[config.mk]
export PLATFORM = sky130hd
export DESIGN_NAME = hpb_port
export DESIGN_NICKNAME = d
export VERILOG_FILES = /design/src/core/hpb_pkg.sv /design/src/core/hpb_port.sv /design/src/core/hpb_sync.sv
export VERILOG_INCLUDE_DIRS = /design/src /design/src/core
export SDC_FILE = /design/constraint.sdc
export NUM_CORES = 1
export LEC_CHECK = 0
export BUFFER_PORTS_ARGS = -buffer_cell sky130_fd_sc_hd__buf_2
export CAP_MARGIN = 20
export CORE_ASPECT_RATIO = 0.7
export CORE_MARGIN = 1.5
export CORE_UTILIZATION = 30
export CTS_BUF_LIST = sky130_fd_sc_hd__clkbuf_8
export CTS_CLUSTER_SIZE = 8
export DETAILED_ROUTE_END_ITERATION = 7
export PLACE_DENSITY = 0.46
export SYNTH_ARGS = -nofsm -noshare
export SYNTH_HDL_FRONTEND = slang
export SYNTH_HIERARCHICAL = 1
export SYNTH_SLANG_ARGS = --single-unit
[constraint.sdc]
create_clock -name clk -period 3.7 [get_ports clk]
set_clock_uncertainty 0.05 [all_clocks]
set_input_delay 0.74 -clock clk [delete_from_list [all_inputs] [get_ports clk]]
set_output_delay 0.74 -clock clk [all_outputs]
set_load 0.01 [all_outputs]
[src/core/hpb_defines.svh]
`ifndef HPB_DEFINES_SVH
`define HPB_DEFINES_SVH

// mode pin levels
`define HPB_STYLE_SPLIT 1'b0
`define HPB_STYLE_DSRW 1'b1
`define HPB_AMUX_MUXED 1'b0
`define HPB_AMUX_DEMUX 1'b1
// bus geometry
`define HPB_ADDR_W 7
`define HPB_DATA_W 8
`define HPB_ADDR_LO 7'h00
`define HPB_ADDR_HI 7'h7f
// unlock key for guarded registers, written by the host
`define HPB_UNLOCK_KEY 8'h95
// timing, in ns, and clock period in ns
`define HPB_CLK_PERIOD_NS 50
`define HPB_READBACK_NS 120
`define HPB_WR_SPACING_NS 120
// longest time rounds down, at least one cycle
`define HPB_READBACK_CYC ((`HPB_READBACK_NS / `HPB_CLK_PERIOD_NS) < 1 ? 1 : \
    (`HPB_READBACK_NS / `HPB_CLK_PERIOD_NS))
// cycles a strap needs to pass the pin filter after reset release
`define HPB_STRAP_SETTLE 4
// reset values
`define HPB_ADDR_RST 7'h00
`define HPB_DATA_RST 8'h00

`endif

[src/core/hpb_pkg.sv]
`default_nettype none
package hpb_pkg;

    // access phases of the port
    typedef enum logic [3:0] {
        HPB_IDLE = 4'b0001,
        HPB_READ = 4'b0010,
        HPB_WRITE = 4'b0100,
        HPB_DONE = 4'b1000
    } hpb_state_t;

    // register-file request towards the device core
    typedef struct packed {
        logic wr_en;
        logic rd_en;
        logic [6:0] addr;
        logic [7:0] wdata;
    } hpb_req_t;

    // pin outputs
    typedef struct packed {
        logic [7:0] ad_out;
        logic ad_oe_b;
        logic rdy_out;
        logic rdy_oe_b;
    } hpb_pins_t;

endpackage
`default_nettype wire

[src/core/hpb_port.sv]
`timescale 1ns/1ps
`default_nettype none
`include "hpb_defines.svh"

// Functional notes
// - style pin: split strobes, or strobe plus direction
// - mux pin: shared or separate address bus
// - muxed address caught at ale fall, 7 bits
// - decode only addresses 00h through 7Fh
// - split style: read strobe reads, write writes
// - strobe style: direction high reads, low writes
// - chip select ORed with strobes, both active
// - ready output, asserted in the same cycle the read data turns valid
// - ready floats once the access ends
// - read drives data lines only while active
// - write captured at trailing edge of access
// - written value readable within read-back time
module hpb_port (
    // clock and reset
    input wire logic clk,
    input wire logic rst_b,
    // mode straps
    input wire logic bus_style_select,
    input wire logic address_mux_select,
    // host control: strobes active low, direction high for read, ale active high
    input wire logic cs_b,
    input wire logic rd_b,
    input wire logic wr_b,
    input wire logic data_strobe_b,
    input wire logic rd_wr_dir,
    input wire logic ale,
    // address and data pins
    input wire logic [6:0] addr_in,
    input wire logic [7:0] ad_in,
    output logic [7:0] ad_out,
    output logic ad_oe_b,
    output logic rdy_out,
    output logic rdy_oe_b,
    // register file side
    output hpb_pkg::hpb_req_t reg_req,
    input wire logic [7:0] reg_rdata
);

    // control bits and buses come over one three-stage synchroniser each
    localparam int CW = 6;
    logic [CW-1:0] ctl_raw;
    logic [CW-1:0] ctl_s;
    logic [6:0] addr_s;
    logic [7:0] ad_s;

    assign ctl_raw = {cs_b, rd_b, wr_b, data_strobe_b, rd_wr_dir, ale};

    hpb_sync #(.WIDTH(CW), .RST_VAL(6'h3c)) u_sync_ctl (
        .clk(clk),
        .rst_b(rst_b),
        .async_in(ctl_raw),
        .sync_out(ctl_s)
    );

    // bus values are sampled every cycle, not gated by the strobes, with the same latency as the strobes
    hpb_sync #(.WIDTH(`HPB_ADDR_W + `HPB_DATA_W), .RST_VAL('0)) u_sync_bus (
        .clk(clk),
        .rst_b(rst_b),
        .async_in({addr_in, ad_in}),
        .sync_out({addr_s, ad_s})
    );

    // straps are pins too, so they pass the same filter before being frozen
    logic [1:0] strap_s;

    hpb_sync #(.WIDTH(2), .RST_VAL(2'h0)) u_sync_strap (
        .clk(clk),
        .rst_b(rst_b),
        .async_in({bus_style_select, address_mux_select}),
        .sync_out(strap_s)
    );

    logic cs_s;
    logic rd_s;
    logic wr_s;
    logic ds_s;
    logic dir_s;
    logic ale_s;
    assign {cs_s, rd_s, wr_s, ds_s, dir_s, ale_s} = ctl_s;

    typedef struct packed {
        hpb_pkg::hpb_state_t state;
        logic ale_q;
        logic [6:0] latch_addr;
        logic [6:0] acc_addr;
        logic [7:0] acc_data;
        logic [7:0] rdata;
        logic rdy;
        logic [2:0] wait_cnt;
        logic style;
        logic amux;
        logic straps_taken;
        logic [2:0] strap_wait;
        hpb_pkg::hpb_req_t req;
    } hpb_port_state_t;

    hpb_port_state_t st_reg;
    hpb_port_state_t st_next;

    logic access_rd;
    logic access_wr;
    logic [6:0] cur_addr;

    // combined strobe: chip select ORed with strobe, active access only when both are low
    always_comb begin
        access_rd = 1'b0;
        access_wr = 1'b0;
        if (st_reg.style == `HPB_STYLE_SPLIT) begin
            access_rd = !(cs_s | rd_s);
            access_wr = !(cs_s | wr_s);
        end else begin
            access_rd = !(cs_s | ds_s) && dir_s;
            access_wr = !(cs_s | ds_s) && !dir_s;
        end
    end

    // address source: latched at ale fall, or the separate bus live
    assign cur_addr = (st_reg.amux == `HPB_AMUX_MUXED) ? st_reg.latch_addr : addr_s;

    // next-state logic of the port
    always_comb begin
        st_next = st_reg;
        st_next.req.wr_en = 1'b0;
        st_next.req.rd_en = 1'b0;
        st_next.ale_q = ale_s;
        // straps are taken once the filter has settled after release, then frozen;
        // accesses wait for this, so a strobe seen earlier is only served afterwards
        if (!st_reg.straps_taken) begin
            if (st_reg.strap_wait == 3'(`HPB_STRAP_SETTLE)) begin
                st_next.style = strap_s[1];
                st_next.amux = strap_s[0];
                st_next.straps_taken = 1'b1;
            end else begin
                st_next.strap_wait = st_reg.strap_wait + 3'h1;
            end
        end
        if (st_reg.ale_q && !ale_s) begin
            st_next.latch_addr = ad_s[`HPB_ADDR_W-1:0];
        end
        case (st_reg.state)
            hpb_pkg::HPB_IDLE: begin
                st_next.rdy = 1'b0;
                st_next.wait_cnt = 3'd0;
                if (st_reg.straps_taken && access_rd) begin
                    st_next.acc_addr = cur_addr;
                    st_next.req.addr = cur_addr;
                    st_next.req.rd_en = (cur_addr >= `HPB_ADDR_LO) && (cur_addr <= `HPB_ADDR_HI);
                    st_next.state = hpb_pkg::HPB_READ;
                end else if (st_reg.straps_taken && access_wr) begin
                    st_next.rdy = 1'b1;
                    st_next.state = hpb_pkg::HPB_WRITE;
                end
            end
            hpb_pkg::HPB_READ: begin
                // data captured the cycle after the request, ready in that same cycle
                st_next.rdata = reg_rdata;
                st_next.rdy = 1'b1;
                if (!access_rd) begin
                    st_next.rdy = 1'b0;
                    st_next.state = hpb_pkg::HPB_IDLE;
                end
            end
            hpb_pkg::HPB_WRITE: begin
                // keep sampling so the values at the trailing edge are used
                st_next.acc_addr = cur_addr;
                st_next.acc_data = ad_s;
                if (!access_wr) begin
                    st_next.rdy = 1'b0;
                    st_next.req.addr = st_reg.acc_addr;
                    st_next.req.wdata = st_reg.acc_data;
                    st_next.req.wr_en = (st_reg.acc_addr <= `HPB_ADDR_HI);
                    st_next.state = hpb_pkg::HPB_DONE;
                end
            end
            hpb_pkg::HPB_DONE: begin
                // one quiet cycle; the register file takes the write at the edge that ends it
                if (st_reg.wait_cnt >= 3'(`HPB_READBACK_CYC - 2)) begin
                    st_next.state = hpb_pkg::HPB_IDLE;
                end else begin
                    st_next.wait_cnt = st_reg.wait_cnt + 3'd1;
                end
            end
            default: begin
                st_next.state = hpb_pkg::HPB_IDLE;
                st_next.rdy = 1'b0;
            end
        endcase
    end

    always_ff @(posedge clk or negedge rst_b) begin
        if (!rst_b) begin
            st_reg <= '{
                state: hpb_pkg::HPB_IDLE,
                ale_q: 1'b0,
                latch_addr: `HPB_ADDR_RST,
                acc_addr: `HPB_ADDR_RST,
                acc_data: `HPB_DATA_RST,
                rdata: `HPB_DATA_RST,
                rdy: 1'b0,
                wait_cnt: 3'd0,
                style: 1'b0,
                amux: 1'b0,
                straps_taken: 1'b0,
                strap_wait: 3'h0,
                req: '0
            };
        end else begin
            st_reg <= st_next;
        end
    end

    // outputs: data lines driven only in a live read, ready only while access holds
    always_comb begin
        ad_out = st_reg.rdata;
        ad_oe_b = !((st_reg.state == hpb_pkg::HPB_READ) && st_reg.rdy && access_rd);
        rdy_out = st_reg.rdy;
        rdy_oe_b = !(st_reg.rdy && (access_rd || access_wr));
    end

    assign reg_req = st_reg.req;

endmodule
`default_nettype wire

[src/core/hpb_sync.sv]
`timescale 1ns/1ps
`default_nettype none
`include "hpb_defines.svh"

// three-stage synchroniser per bit; output changes once stages two and three agree
module hpb_sync #(
    parameter int WIDTH = 1,
    parameter logic [WIDTH-1:0] RST_VAL = '0
) (
    // clock and reset
    input wire logic clk,
    input wire logic rst_b,
    // asynchronous in, filtered out
    input wire logic [WIDTH-1:0] async_in,
    output logic [WIDTH-1:0] sync_out
);

    typedef struct packed {
        logic [WIDTH-1:0] s1;
        logic [WIDTH-1:0] s2;
        logic [WIDTH-1:0] s3;
        logic [WIDTH-1:0] q;
    } hpb_sync_state_t;

    hpb_sync_state_t st_reg;
    hpb_sync_state_t st_next;

    // s1 feeds s2 only; the agree filter looks at s2 and s3
    always_comb begin
        st_next = st_reg;
        st_next.s1 = async_in;
        st_next.s2 = st_reg.s1;
        st_next.s3 = st_reg.s2;
        for (int i = 0; i < WIDTH; i++) begin
            if (st_reg.s2[i] == st_reg.s3[i]) begin
                st_next.q[i] = st_reg.s3[i];
            end
        end
    end

    always_ff @(posedge clk or negedge rst_b) begin
        if (!rst_b) begin
            st_reg <= {RST_VAL, RST_VAL, RST_VAL, RST_VAL};
        end else begin
            st_reg <= st_next;
        end
    end

    assign sync_out = st_reg.q;

endmodule
`default_nettype wire

# Word-level counts from Yosys, hierarchy flattened
# Cells that the tools add are included.
[totals]
out_inout_bits = 28
wordCells = 149
ff_bits = 154
input_bits = 33
[op_classes]
order_cmp = 4
eq_ne = 34
n_reduce_logical = 27
n_mux = 27
n_bitwise = 7
n_addsub = 2
[ops]
columns = ["cell", "n"]
rows = [
  ["7-bit one-hot mux with 2 select lines", 2],
  ["4-bit 2-to-1 mux", 6],
  ["1-bit equality test", 23],
  ["4-bit one-hot mux with 4 select lines", 1],
  ["15-bit 2-to-1 mux", 1],
  ["7-bit <= comparator (second input constant)", 2],
  ["7-bit 2-to-1 mux", 2],
  ["2-bit AND reduction", 6],
  ["1-bit 2-to-1 mux", 10],
  ["2-bit inequality test (second input constant)", 5],
  ["1-bit logical AND", 9],
  ["8-bit 2-to-1 mux", 1],
  ["7-bit by 1-bit greater-or-equal comparator with 1-bit output (second input constant)", 1],
  ["1-bit zero test", 7],
  ["3-bit by 1-bit adder with 3-bit output (second input constant)", 2],
  ["3-bit 2-to-1 mux", 2],
  ["3-bit one-hot mux with 2 select lines", 1],
  ["4-bit by 1-bit equality test with 1-bit output (second input constant)", 1],
  ["4-bit by 2-bit equality test with 1-bit output (second input constant)", 1],
  ["4-bit by 3-bit equality test with 1-bit output (second input constant)", 1],
  ["4-bit equality test (second input constant)", 1],
  ["1-bit inverter", 4],
  ["1-bit one-hot mux with 4 select lines", 1],
  ["4-bit AND reduction", 1],
  ["7 further kinds", 10],
]

# Longest topological paths before layout
# Gate-level depths: netlist (run 1).
[logic_depth]
word_depth = 8
mapped_depth = 6
depth_no_buf = 5

# Modules after synthesis
# The synthesis (run 1) kept the hierarchy.
[modules_own_cells]
columns = ["module", "seq_area_each_um2", "cells_each", "area_per_inst_um2", "n_inst"]
rows = [
  ["hpb_port", 1477.7, 220, 2763.9, 1],
  ["hpb_sync at u_sync_bus", 1501.4, 90, 1783.0, 1],
  ["hpb_sync at u_sync_ctl", 620.6, 36, 733.2, 1],
  ["hpb_sync at u_sync_strap", 200.2, 12, 237.7, 1],
]

# Worst setup path before layout (run 1)
# No wires, ideal clock.
[synth_timing]
path_type = "register -> output"
from = "reg u_sync_ctl.st_reg, in the netlist u_sync_ctl/sync_out[2]"
to = "out rdy_oe_b"
slack_ns = 1.267
required_ns = 2.910
t_arrival_ns = 1.643
n_path_buf = 2
stages_incl_launch_ff = 7
cell_sequence = "dfstp_2 > buf_4 > nand3b_1 > a21o_1 > clkbuf_1 > inv_1 > o21ai_0"
[synth_via]
elab_chain_len = 7
elab_cells_between_ends = 9
classes_between = "mux: 2; bitwise: 1; reduce/logical: 6"
[synth_lines]
columns = ["item", "line_no", "rtl"]
rows = [
  ["start, declared", "hpb_sync.sv:25", "hpb_sync_state_t st_reg;"],
  ["start signal, assigned", "hpb_sync.sv:43", "st_reg <= {RST_VAL, RST_VAL, RST_VAL, RST_VAL};"],
  ["start signal, assigned", "hpb_sync.sv:45", "st_reg <= st_next;"],
  ["1-bit OR (*)", "hpb_port.sv:117, hpb_port.sv:118", ""],
  ["1-bit zero test (*)", "hpb_port.sv:117, hpb_port.sv:118", ""],
  ["1-bit logical AND (on tied branches)", "hpb_port.sv:117, hpb_port.sv:118", ""],
  ["1-bit 2-to-1 mux", "hpb_port.sv:113", "if (st_reg.style == `HPB_STYLE_SPLIT) begin"],
  ["1-bit logical OR (*)", "hpb_port.sv:222", "rdy_oe_b = !(st_reg.rdy && (access_rd || access_wr));"],
  ["1-bit logical AND (*)", "hpb_port.sv:222", ""],
  ["1-bit zero test (*)", "hpb_port.sv:222", ""],
  ["end, declared", "hpb_port.sv:38", "output logic rdy_oe_b,"],
]
# Every way passes the cells marked *; elsewhere a longest branch is shown, timed or not.

# Worst setup path in the final report (run 1)
# Ends and elaborated chain as after synthesis.

==> run summary, run 1 <==
Detailed Routing Iterations Pass 1 = 4
highest achievable clock rate = 345.3 MHz
residual overflow from global routing = 0
FP Rows = 41
final worst setup slack = 0.8041 ns
count of hold buffers inserted by post-cts repair = 0
register clock-pin slew on the reported worst setup and hold paths = 0.08 ns
Post-Syn Area per Cell = 15.41 um2
LEAKAGE = 2.831 nW
post-placement cell count = 604
Min-Delay Path Class = in2async
fraction of layout cells with a size suffix above 1 = 40.50%
portion of the post-synthesis area used by sequential elements = 68.87%
number of library cell types mapped by synthesis = 37
period utilisation layout = 78.27%
pin count of the biggest net entering global routing = 53
post-synthesis instance area = 5518 um2
maximum level of the CTS H-tree = 4
shortest clock period the worst path allows after layout = 2.896 ns
worst endpoint data arrival time = 2.11 ns
die outline area = 19230 um2
kind of end point of the critical path = primary output
most used cells in the layout excluding fill and tap cells = 134 x dfrtp_1, 59 x buf_2, 28 x nand2_1
vias per cell = 4.119
clock latency on the worst-skew pair = 0.45 ns
antenna violations before repair = 0
start-to-end type of the worst setup path = reg2out
net count after synthesis = 393
total clock buffers created by CTS = 17
clock tree from TritonCTS = done
number of synthesized flops with an enable pin = 0
HPWL reported at the end of detailed placement = 5920 um
final hold vios = 0
setup repair after global routing missed its margin = no
relative slew slack = 54.51%
category of the worst setup path launch point = flop
floorplan die height = 116.5 um
violation count after the first detailed-route iteration = 137
routed vias = 2620
Die Wd = 165.1 um
crit path max fanout = 14
power density normalized to cell area = 639.4 nW/um2
mean routed wirelength per cell = 13.79 um
Synthesis Warnings = 6
Area growth, synth to finish = 11.47%
final antenna diode count = 0
required time at the endpoint of the critical path = 2.91 ns
Post-CTS Setup Repair Bufs = 0
Worst Tran Pin Value = 0.6823 ns
Global Route Usage Sum = 10.13%
most used flip-flop cell after synthesis = dfrtp_1
number of nets with antenna violations after detailed routing = 0
maximum root-to-sink buffer count = 2
worst hold slack = 0.1871 ns
flip-flop and latch count after synthesis = 151
post-cts repair resize count = 0
final design instance area without fill = 6151 um2
area of placed instances = 5752 um2
cell at the root of the clock tree = clkbuf_8
post-place setup slack = 1.233 ns
total wirelength of the detailed-routed design = 8769 um
slowest library cell on the worst path = dfstp_2
vias in the first global route = 2663
aggregate negative setup slack = 0 ns
input/output buffers = 60
largest voltage drop on the vdd net = 180.2 uV
total buffers and inverters traversed by the critical path = 2
final net count = 422
IO Count = 61
CTS sink cnt = 151
worst path cell trace = nand3b_1, a21o_1, inv_1, o21ai_0, buf_2
Layout Cells excl Fill = 636
Largest register FFs = 33
total of max-cap violations = 0
post-synthesis instance total = 358
Setup Viol. Count Final = 0
kind of cell adding the most delay to the critical path = compound AO/OA/AOI/OAI gates
async set-or-reset flop fraction in the synthesized netlist = 100.0%
result of the run = completed
effective utilization at floorplan = 30.64%
final max-slew violation count = 0
slowest stage delay, CP = 0.55 ns
total core area = 18010 um2
most common library cell in the layout ignoring fill and taps = dfrtp_1
residual DRC count = 0
weighted congestion at the end of routability-driven global placement = 0.6731
first-pass GRT wire length = 14410 um
[worst paths after layout]
| check | from | to | slack [ns] | cells past startpoint |
|---|---|---|---|---|
| hold reg to reg | u_sync_ctl/st_next[16] | u_sync_ctl/st_next[10] | 0.30 | 0 |
| max in group asynchronous | rst_b | u_sync_ctl/sync_out[2] | 2.55 | 2 |
| min in group clk | u_sync_ctl/st_next[16] | u_sync_ctl/st_next[10] | 0.30 | 0 |
| hold / removal | rst_b | reg_req[1] | 0.19 | 1 |
| setup reg to reg | st_reg[59] | reg_req[14] | 1.44 | 5 |
| setup / recovery | u_sync_ctl/sync_out[2] | rdy_oe_b | 0.80 | 5 |
[cell type report]
| type | count | area [um2] |
|---|---|---|
| Fill cell | 1743 | 11860 |
| Sequential cell | 151 | 3800 |
| Multi-Input combinational cell | 140 | 1271 |
| Timing Repair Buffer | 64 | 336.6 |
| Tap cell | 236 | 295.3 |
| Clock buffer | 17 | 234.0 |
| Clock inverter | 15 | 165.2 |
| Inverter | 13 | 48.80 |
[logic make-up after synthesis]
logic type                 after synthesis  share of synthesized area [%]
muxes                                   47                          9.728
DFF                                    151                          68.87
buffers and inverters                   67                          8.095
AOI/OAI and AO/OA                       19                          2.767
xor gates and xnor gates                 2                         0.3175
adders and majority gates               25                          5.147
and+or+nand+nor                         47                          5.079
[cells in the mapped netlist, types with 2 or more instances]
cell | n | area [um2]
dfrtp_1 | 134 | 3353
buf_4 | 48 | 360.4
nand2_1 | 28 | 105.1
maj3_2 | 23 | 259.0
dfstp_2 | 17 | 446.7
mux2_2 | 17 | 191.4
mux2i_1 | 15 | 150.1
inv_1 | 13 | 48.80
mux2_1 | 8 | 90.09
mux2_4 | 7 | 105.1
o32ai_1 | 7 | 61.31
a21oi_1 | 5 | 25.02
clkbuf_1 | 3 | 11.26
nand3b_1 | 3 | 22.52
nor2_1 | 3 | 11.26
buf_6 | 2 | 22.52
ha_1 | 2 | 25.02
o21ai_0 | 2 | 10.01
o21ai_4 | 2 | 32.53
xnor2_1 | 2 | 17.52
[report_power, final]
part / total [mW] / internal, mW / switching (mW)
clock: 1.26 / 0.659 / 0.605
combinational: 0.583 / 0.295 / 0.288
sequential: 2.09 / 1.93 / 0.158
total: 3.93 / 2.88 / 1.05
[per-layer routing]
metal  GRT usage (%)  part of all wire, %  vias to the layer above
li1                -                    -                     1226
met1           15.22                   54                     1323
met3           3.267                  5.4                       14
met5               0                    0                        -
met2           13.14                   39                       57
met4           4.324                  1.6                        0
[per-stage QoR]
| stage | power [mW] | utilization (%) |
|---|---|---|
| 2_1_floorplan | 2.616 | - |
| 4_1_cts | 4.005 | 34.16 |
| 3_5_place_dp | 2.715 | 31.94 |
| 5_1_grt | 4.168 | 34.16 |
| 6_report | 3.933 | 34.16 |
| 3_3_place_gp | 2.692 | 31.94 |
Note: power is estimated with default switching activity, not from simulation.
==> inputs of run 2 (changes only) <==
--- a/config.mk
+++ b/config.mk
@@ -14,7 +14,7 @@
 export CTS_BUF_LIST = sky130_fd_sc_hd__clkbuf_8
 export CTS_CLUSTER_SIZE = 8
 export DETAILED_ROUTE_END_ITERATION = 7
-export PLACE_DENSITY = 0.46
+export PLACE_DENSITY = 0.48
 export SYNTH_ARGS = -nofsm -noshare
 export SYNTH_HDL_FRONTEND = slang
 export SYNTH_HIERARCHICAL = 1
==> constraint.sdc (replaced) <==
create_clock -name clk -period 2.6 [get_ports clk]
set_clock_uncertainty 0.05 [all_clocks]
set_input_delay 0.52 -clock clk [delete_from_list [all_inputs] [get_ports clk]]
set_output_delay 0.52 -clock clk [all_outputs]
set_load 0.01 [all_outputs]
==> run 2 against run 1 <==
Against the previous run:
- design area is 0.83% higher
- sequential power up 42%
- via count down 0.46%
- clock power is 42% higher
- non-clock buffer count increased by 4
- sequential cell count stayed put
- hold slack worse by 0.076 ns
==> run summary, run 2 (same netlist as run 1, synthesis figures left out) <==
result of the run = completed
IO Count = 61
crit path max fanout = 4
violation count after the first detailed-route iteration = 118
total of max-cap violations = 0
required time at the endpoint of the critical path = 2.03 ns
shortest clock period the worst path allows after layout = 2.365 ns
worst endpoint data arrival time = 1.80 ns
HPWL reported at the end of detailed placement = 6167 um
most common library cell in the layout ignoring fill and taps = dfrtp_1
fraction of layout cells with a size suffix above 1 = 42.33%
Cells on Worst Hold Path = 1
mean routed wirelength per cell = 13.83 um
highest achievable clock rate = 422.8 MHz
antenna violations before repair = 0
aggregate negative setup slack = 0 ns
reg2reg setup slack = 0.53 ns
start-to-end type of the worst setup path = reg2out
pin count of the biggest net entering global routing = 61
Worst Hold Launch = rd_b
Worst R2R End = reg_req[10]
weighted congestion at the end of routability-driven global placement = 0.6840
Global Route Usage Sum = 10.61%
most used cells in the layout excluding fill and tap cells = 134 x dfrtp_1, 59 x buf_2, 28 x nand2_1
total wirelength of the detailed-routed design = 8854 um
cell at the root of the clock tree = clkbuf_8
maximum level of the CTS H-tree = 4
Area growth, synth to finish = 12.40%
kind of end point of the critical path = primary output
Worst Tran Pin Value = 0.7326 ns
total clock buffers created by CTS = 17
floorplan die height = 116.5 um
r2r worst-path depth = 4
final antenna diode count = 0
Post-CTS Setup Repair Bufs = 0
LEAKAGE = 2.842 nW
Detailed Routing Iterations Pass 1 = 4
Storage cell area = 3800 um2
CTS sink cnt = 151
FP Rows = 41
vias per cell = 4.075
first-pass GRT wire length = 15100 um
clock tree from TritonCTS = done
period utilisation layout = 90.96%
area taken by multi-input logic gates = 1272 um2
final net count = 426
total of fill cells in the finished design = 1729
relative slew slack = 51.06%
final max-slew violation count = 0
Largest register FFs = 33
vias in the first global route = 2854
slowest library cell on the worst path = dfstp_2
input/output buffers = 60
setup repair after global routing missed its margin = no
Die Wd = 165.1 um
power density normalized to cell area = 902.3 nW/um2
category of the worst setup path launch point = flop
residual overflow from global routing = 0
number of nets with antenna violations after detailed routing = 0
total core area = 18010 um2
final hold vios = 0
overall power consumption = 5.596 mW
register clock-pin slew on the reported worst setup and hold paths = 0.09 ns
end point of the worst hold path = u_sync_ctl/st_next[16]
worst path cell trace = nand3b_1, a21o_2, inv_1, o21ai_0, buf_2
slowest stage delay, CP = 0.56 ns
maximum root-to-sink buffer count = 2
die outline area = 19230 um2
FF-to-FF Start = st_reg[59]
routed vias = 2608
effective utilization at floorplan = 30.64%
largest voltage drop on the vdd net = 301.2 uV
Min-Delay Path Class = in2reg
residual DRC count = 0
Setup Viol. Count Final = 0
clock latency on the worst-skew pair = 0.45 ns
[run 2: cell count changes in the layout (fill, tap and decap cells not counted), sizes merged]
cell         delta
buf             +3
bufinv          -2
clkbuf          +1
clkinv          -4
clkinvlp        +1
dlygate4sd3     +1
inv             +4
[run 2: where the power goes]
group / total (mW) / switching [mW] / internal [mW] / leakage, nW
Sequential: 2.97 / 0.229 / 2.74 / 1.80
Clock: 1.79 / 0.957 / 0.828 / 0.200
Combinational: 0.840 / 0.413 / 0.428 / 0.841
Total: 5.60 / 1.60 / 4.00 / 2.84
[run 2: worst max path at each step]
stage | from | to | cells past startpoint
after global placement | u_sync_ctl/sync_out[2] | rdy_oe_b | 5
final | u_sync_ctl/sync_out[2] | rdy_oe_b | 5
after detailed placement | st_reg[59] | reg_req[10] | 4
after CTS | u_sync_ctl/sync_out[2] | rdy_oe_b | 5
after global routing | u_sync_ctl/sync_out[2] | rdy_oe_b | 5
after floorplan | u_sync_ctl/sync_out[2] | rdy_oe_b | 6
[run 2: final cells by class]
class	count	area share (%)
Multi-Input combinational cell	140	20.52
Tap cell	236	4.761
Clock buffer	18	3.994
Clock inverter	14	2.522
Timing Repair Buffer	68	6.153
Inverter	13	0.7868
Sequential cell	151	61.27
[run 2: per-stage QoR]
| step | cells | setup WS, ns | cell area, um2 | util [%] | hold WS [ns] |
|---|---|---|---|---|---|
| 4_1_cts | 640 | 0.06026 | 6201 | 34.44 | 0.07276 |
| 3_3_place_gp | 607 | 0.5813 | 5787 | 32.14 | 0.2834 |
| 2_1_floorplan | 358 | 0.3866 | 5518 | - | 0.1744 |
| 3_5_place_dp | 607 | 0.5235 | 5787 | 32.14 | 0.2847 |
| 6_report | 640 | 0.2350 | 6202 | 34.45 | 0.1116 |
| 5_1_grt | 640 | 0.06154 | 6202 | 34.45 | 0.06637 |
[run 2: worst max-delay path: cells and delay by family, from the launching register on]
family	cells	cell delay, ns
flip-flops	1	0.56
AO/OA/AOI/OAI	2	0.42
buffers and inverters	2	0.23
AND/OR/NAND/NOR	1	0.13
[run 2: metal layers]
layer,GRT usage (%),part of all wire (%)
met2,14.03,40
met4,5.766,1.5
met3,3.196,5.4
met5,0,0
met1,15.37,53
[run 2: what timing repair did]
action	in CTS	in global routing
endpoints found under the hold margin	10	0
hold buffers	1	0
endpoints found under the setup margin	0	1
gates resized for setup	0	1
==> inputs of run 3 (changes only) <==
--- a/config.mk
+++ b/config.mk
@@ -6,6 +6,7 @@
 export SDC_FILE = /design/constraint.sdc
 export NUM_CORES = 1
 export LEC_CHECK = 0
+export ABC_AREA = 1
 export BUFFER_PORTS_ARGS = -buffer_cell sky130_fd_sc_hd__buf_2
 export CAP_MARGIN = 20
 export CORE_ASPECT_RATIO = 0.7
@@ -15,6 +16,7 @@
 export CTS_CLUSTER_SIZE = 8
 export DETAILED_ROUTE_END_ITERATION = 7
 export PLACE_DENSITY = 0.48
+export SKIP_CTS_REPAIR_TIMING = 1
 export SYNTH_ARGS = -nofsm -noshare
 export SYNTH_HDL_FRONTEND = slang
 export SYNTH_HIERARCHICAL = 1
==> run 3 against run 2 <==
Against the previous run:
- count of clock-buffer cells in the layout decreased by 1
- wire length up 17%
- sequential power is 1% higher
- critical path depth is the same
- power up 3.4%
- largest cell class unchanged
- sequential cell count stayed put
==> run summary, run 3 <==
Die Wd = 169.1 um
area share of the largest cell type after synthesis = 57.88%
async set-or-reset flop fraction in the synthesized netlist = 100.0%
setup repair after global routing missed its margin = no
power density normalized to cell area = 901.8 nW/um2
most used flip-flop cell after synthesis = dfrtp_1
period utilisation layout = 93.17%
maximum root-to-sink buffer count = 2
pin count of the biggest net entering global routing = 73
final core utilization = 33.94%
number of library cell types mapped by synthesis = 27
number of synthesized flops with an enable pin = 0
clock latency on the worst-skew pair = 0.43 ns
number of nets with antenna violations after detailed routing = 0
start-to-end type of the worst setup path = reg2out
post-placement cell count = 812
effective utilization at floorplan = 30.62%
Min-Delay Path Class = in2reg
residual overflow from global routing = 0
first-pass GRT wire length = 17950 um
Worst R2R End = reg_req[10]
relative slew slack = 71.01%
area of placed instances = 6025 um2
vias per cell = 4.237
reg2reg setup slack = 0.75 ns
overall power consumption = 5.789 mW
mean routed wirelength per cell = 12.21 um
Largest register FFs = 33
clock tree from TritonCTS = done
CP Capture Point = rdy_oe_b
vias in the first global route = 3699
kind of end point of the critical path = primary output
Detailed Routing Iterations Pass 1 = 5
violation count after the first detailed-route iteration = 213
post-synthesis instance total = 565
shortest clock period the worst path allows after layout = 2.422 ns
leading post-synthesis cells by cell area = dfrtp_1 58%, nand2_1 9.7%, dfstp_2 7.7%
highest achievable clock rate = 412.8 MHz
Worst Tran Pin Value = 0.4338 ns
most frequent cells after synthesis = 150 x nand2_1, 134 x dfrtp_1, 54 x inv_1
final net count = 625
final max-slew violation count = 0
flip-flop and latch count after synthesis = 151
maximum level of the CTS H-tree = 4
LEAKAGE = 3.294 nW
Yosys top cell by area = dfrtp_1
Setup Viol. Count Final = 0
FF-to-FF Start = st_reg[59]
net count after synthesis = 600
cell with the most instances after synthesis = nand2_1
routed vias = 3580
Layout Cells excl Fill = 845
antenna violations before repair = 0
timing startpoint of the critical path = u_sync_ctl/sync_out[5]
register clock-pin slew on the reported worst setup and hold paths = 0.10 ns
required time at the endpoint of the critical path = 2.03 ns
crit path max fanout = 13
worst endpoint data arrival time = 1.85 ns
portion of the post-synthesis area used by sequential elements = 65.59%
CTS sink cnt = 151
HPWL reported at the end of detailed placement = 7116 um
largest voltage drop on the vdd net = 249.3 uV
residual DRC count = 0
Post-Syn Area per Cell = 10.25 um2
most used cells in the layout excluding fill and tap cells = 150 x nand2_1, 134 x dfrtp_1, 59 x buf_2
total of max-cap violations = 0
category of the worst setup path launch point = flop
total core area = 18920 um2
FP Rows = 42
Global Route Usage Sum = 11.33%
weighted congestion at the end of routability-driven global placement = 0.8269
floorplan die height = 119.3 um
total wirelength of the detailed-routed design = 10320 um
die outline area = 20170 um2
final design instance area without fill = 6420 um2
fraction of layout cells with a size suffix above 1 = 22.06%
final antenna diode count = 0
r2r worst-path depth = 8
most common library cell in the layout ignoring fill and taps = nand2_1
final hold vios = 0
input/output buffers = 60
result of the run = completed
aggregate negative setup slack = 0 ns
cell at the root of the clock tree = clkbuf_8
post-synthesis instance area = 5793 um2
IO Count = 61
Area growth, synth to finish = 10.82%
Synthesis Warnings = 6
total clock buffers created by CTS = 17
[run 3: power by group]
group / switching, mW / internal [mW] / total [mW]
Clock: 1.02 / 0.725 / 1.74
Combinational: 0.655 / 0.386 / 1.04
Sequential: 0.246 / 2.76 / 3.01
Total: 1.92 / 3.87 / 5.79
[run 3: critical path, stage by stage, from the launching register on]
cell and delay [ns]:
dfstp_2 0.57, nor2_1 0.06, nand2_2 0.15, nand2_2 0.21, o21ai_0 0.26, buf_2 0.18
[run 3: metal layers]
| metal | part of all wire [%] | up-vias | GRT usage, % | wire (um) |
|---|---|---|---|---|
| met5 | 0 | - | 0 | 0 |
| met4 | 0.87 | 0 | 3.816 | 90 |
| met3 | 4.9 | 10 | 3.456 | 508 |
| met2 | 44 | 98 | 16.81 | 4498 |
| met1 | 51 | 1708 | 15.74 | 5221 |
| li1 | - | 1764 | - | - |
[run 3: kinds of logic after synthesis]
group / Yosys count / synth area share (%)
XOR/XNOR: 2 / 0.3024
buffers and inverters: 119 / 11.40
AO/OA/AOI/OAI: 52 / 4.601
flip-flops: 151 / 65.59
adder cells (fa/ha/maj): 2 / 0.4319
AND/OR/NAND/NOR: 239 / 17.67
[run 3: stage by stage]
| step | hold WS [ns] | setup slack [ns] |
|---|---|---|
| after global routing | 0.07734 | 0.005773 |
| after detailed placement | 0.2847 | 0.6148 |
| after CTS | -0.1772 | 0.1226 |
| after global placement | 0.2827 | 0.6168 |
| after floorplan | 0.1744 | 0.7041 |
| final | 0.1258 | 0.1775 |
[run 3: cell type report]
cell class                 count  area, um2
fill                        1949      12500
sequential                   151       3800
multi-input combinational    295       1333
timing repair buffer          65      371.6
tap                          242      302.8
clock buffer                  17      234.0
inverter                      60      227.7
clock inverter                15      151.4
[run 3: worst min path at each step]
| stage | from | to | depth (start not counted) |
|---|---|---|---|
| 2_1_floorplan | rst_b | ad_out[0] | 0 |
| 5_1_grt | ad_in[0] | u_sync_bus/st_next[30] | 1 |
| 6_report | ad_in[0] | u_sync_bus/st_next[30] | 1 |
| 4_1_cts | rst_b | u_sync_strap/st_next[4] | 1 |
| 3_5_place_dp | u_sync_bus/st_next[30] | u_sync_bus/st_next[15] | 0 |
| 3_3_place_gp | u_sync_ctl/st_next[12] | u_sync_ctl/st_next[6] | 0 |
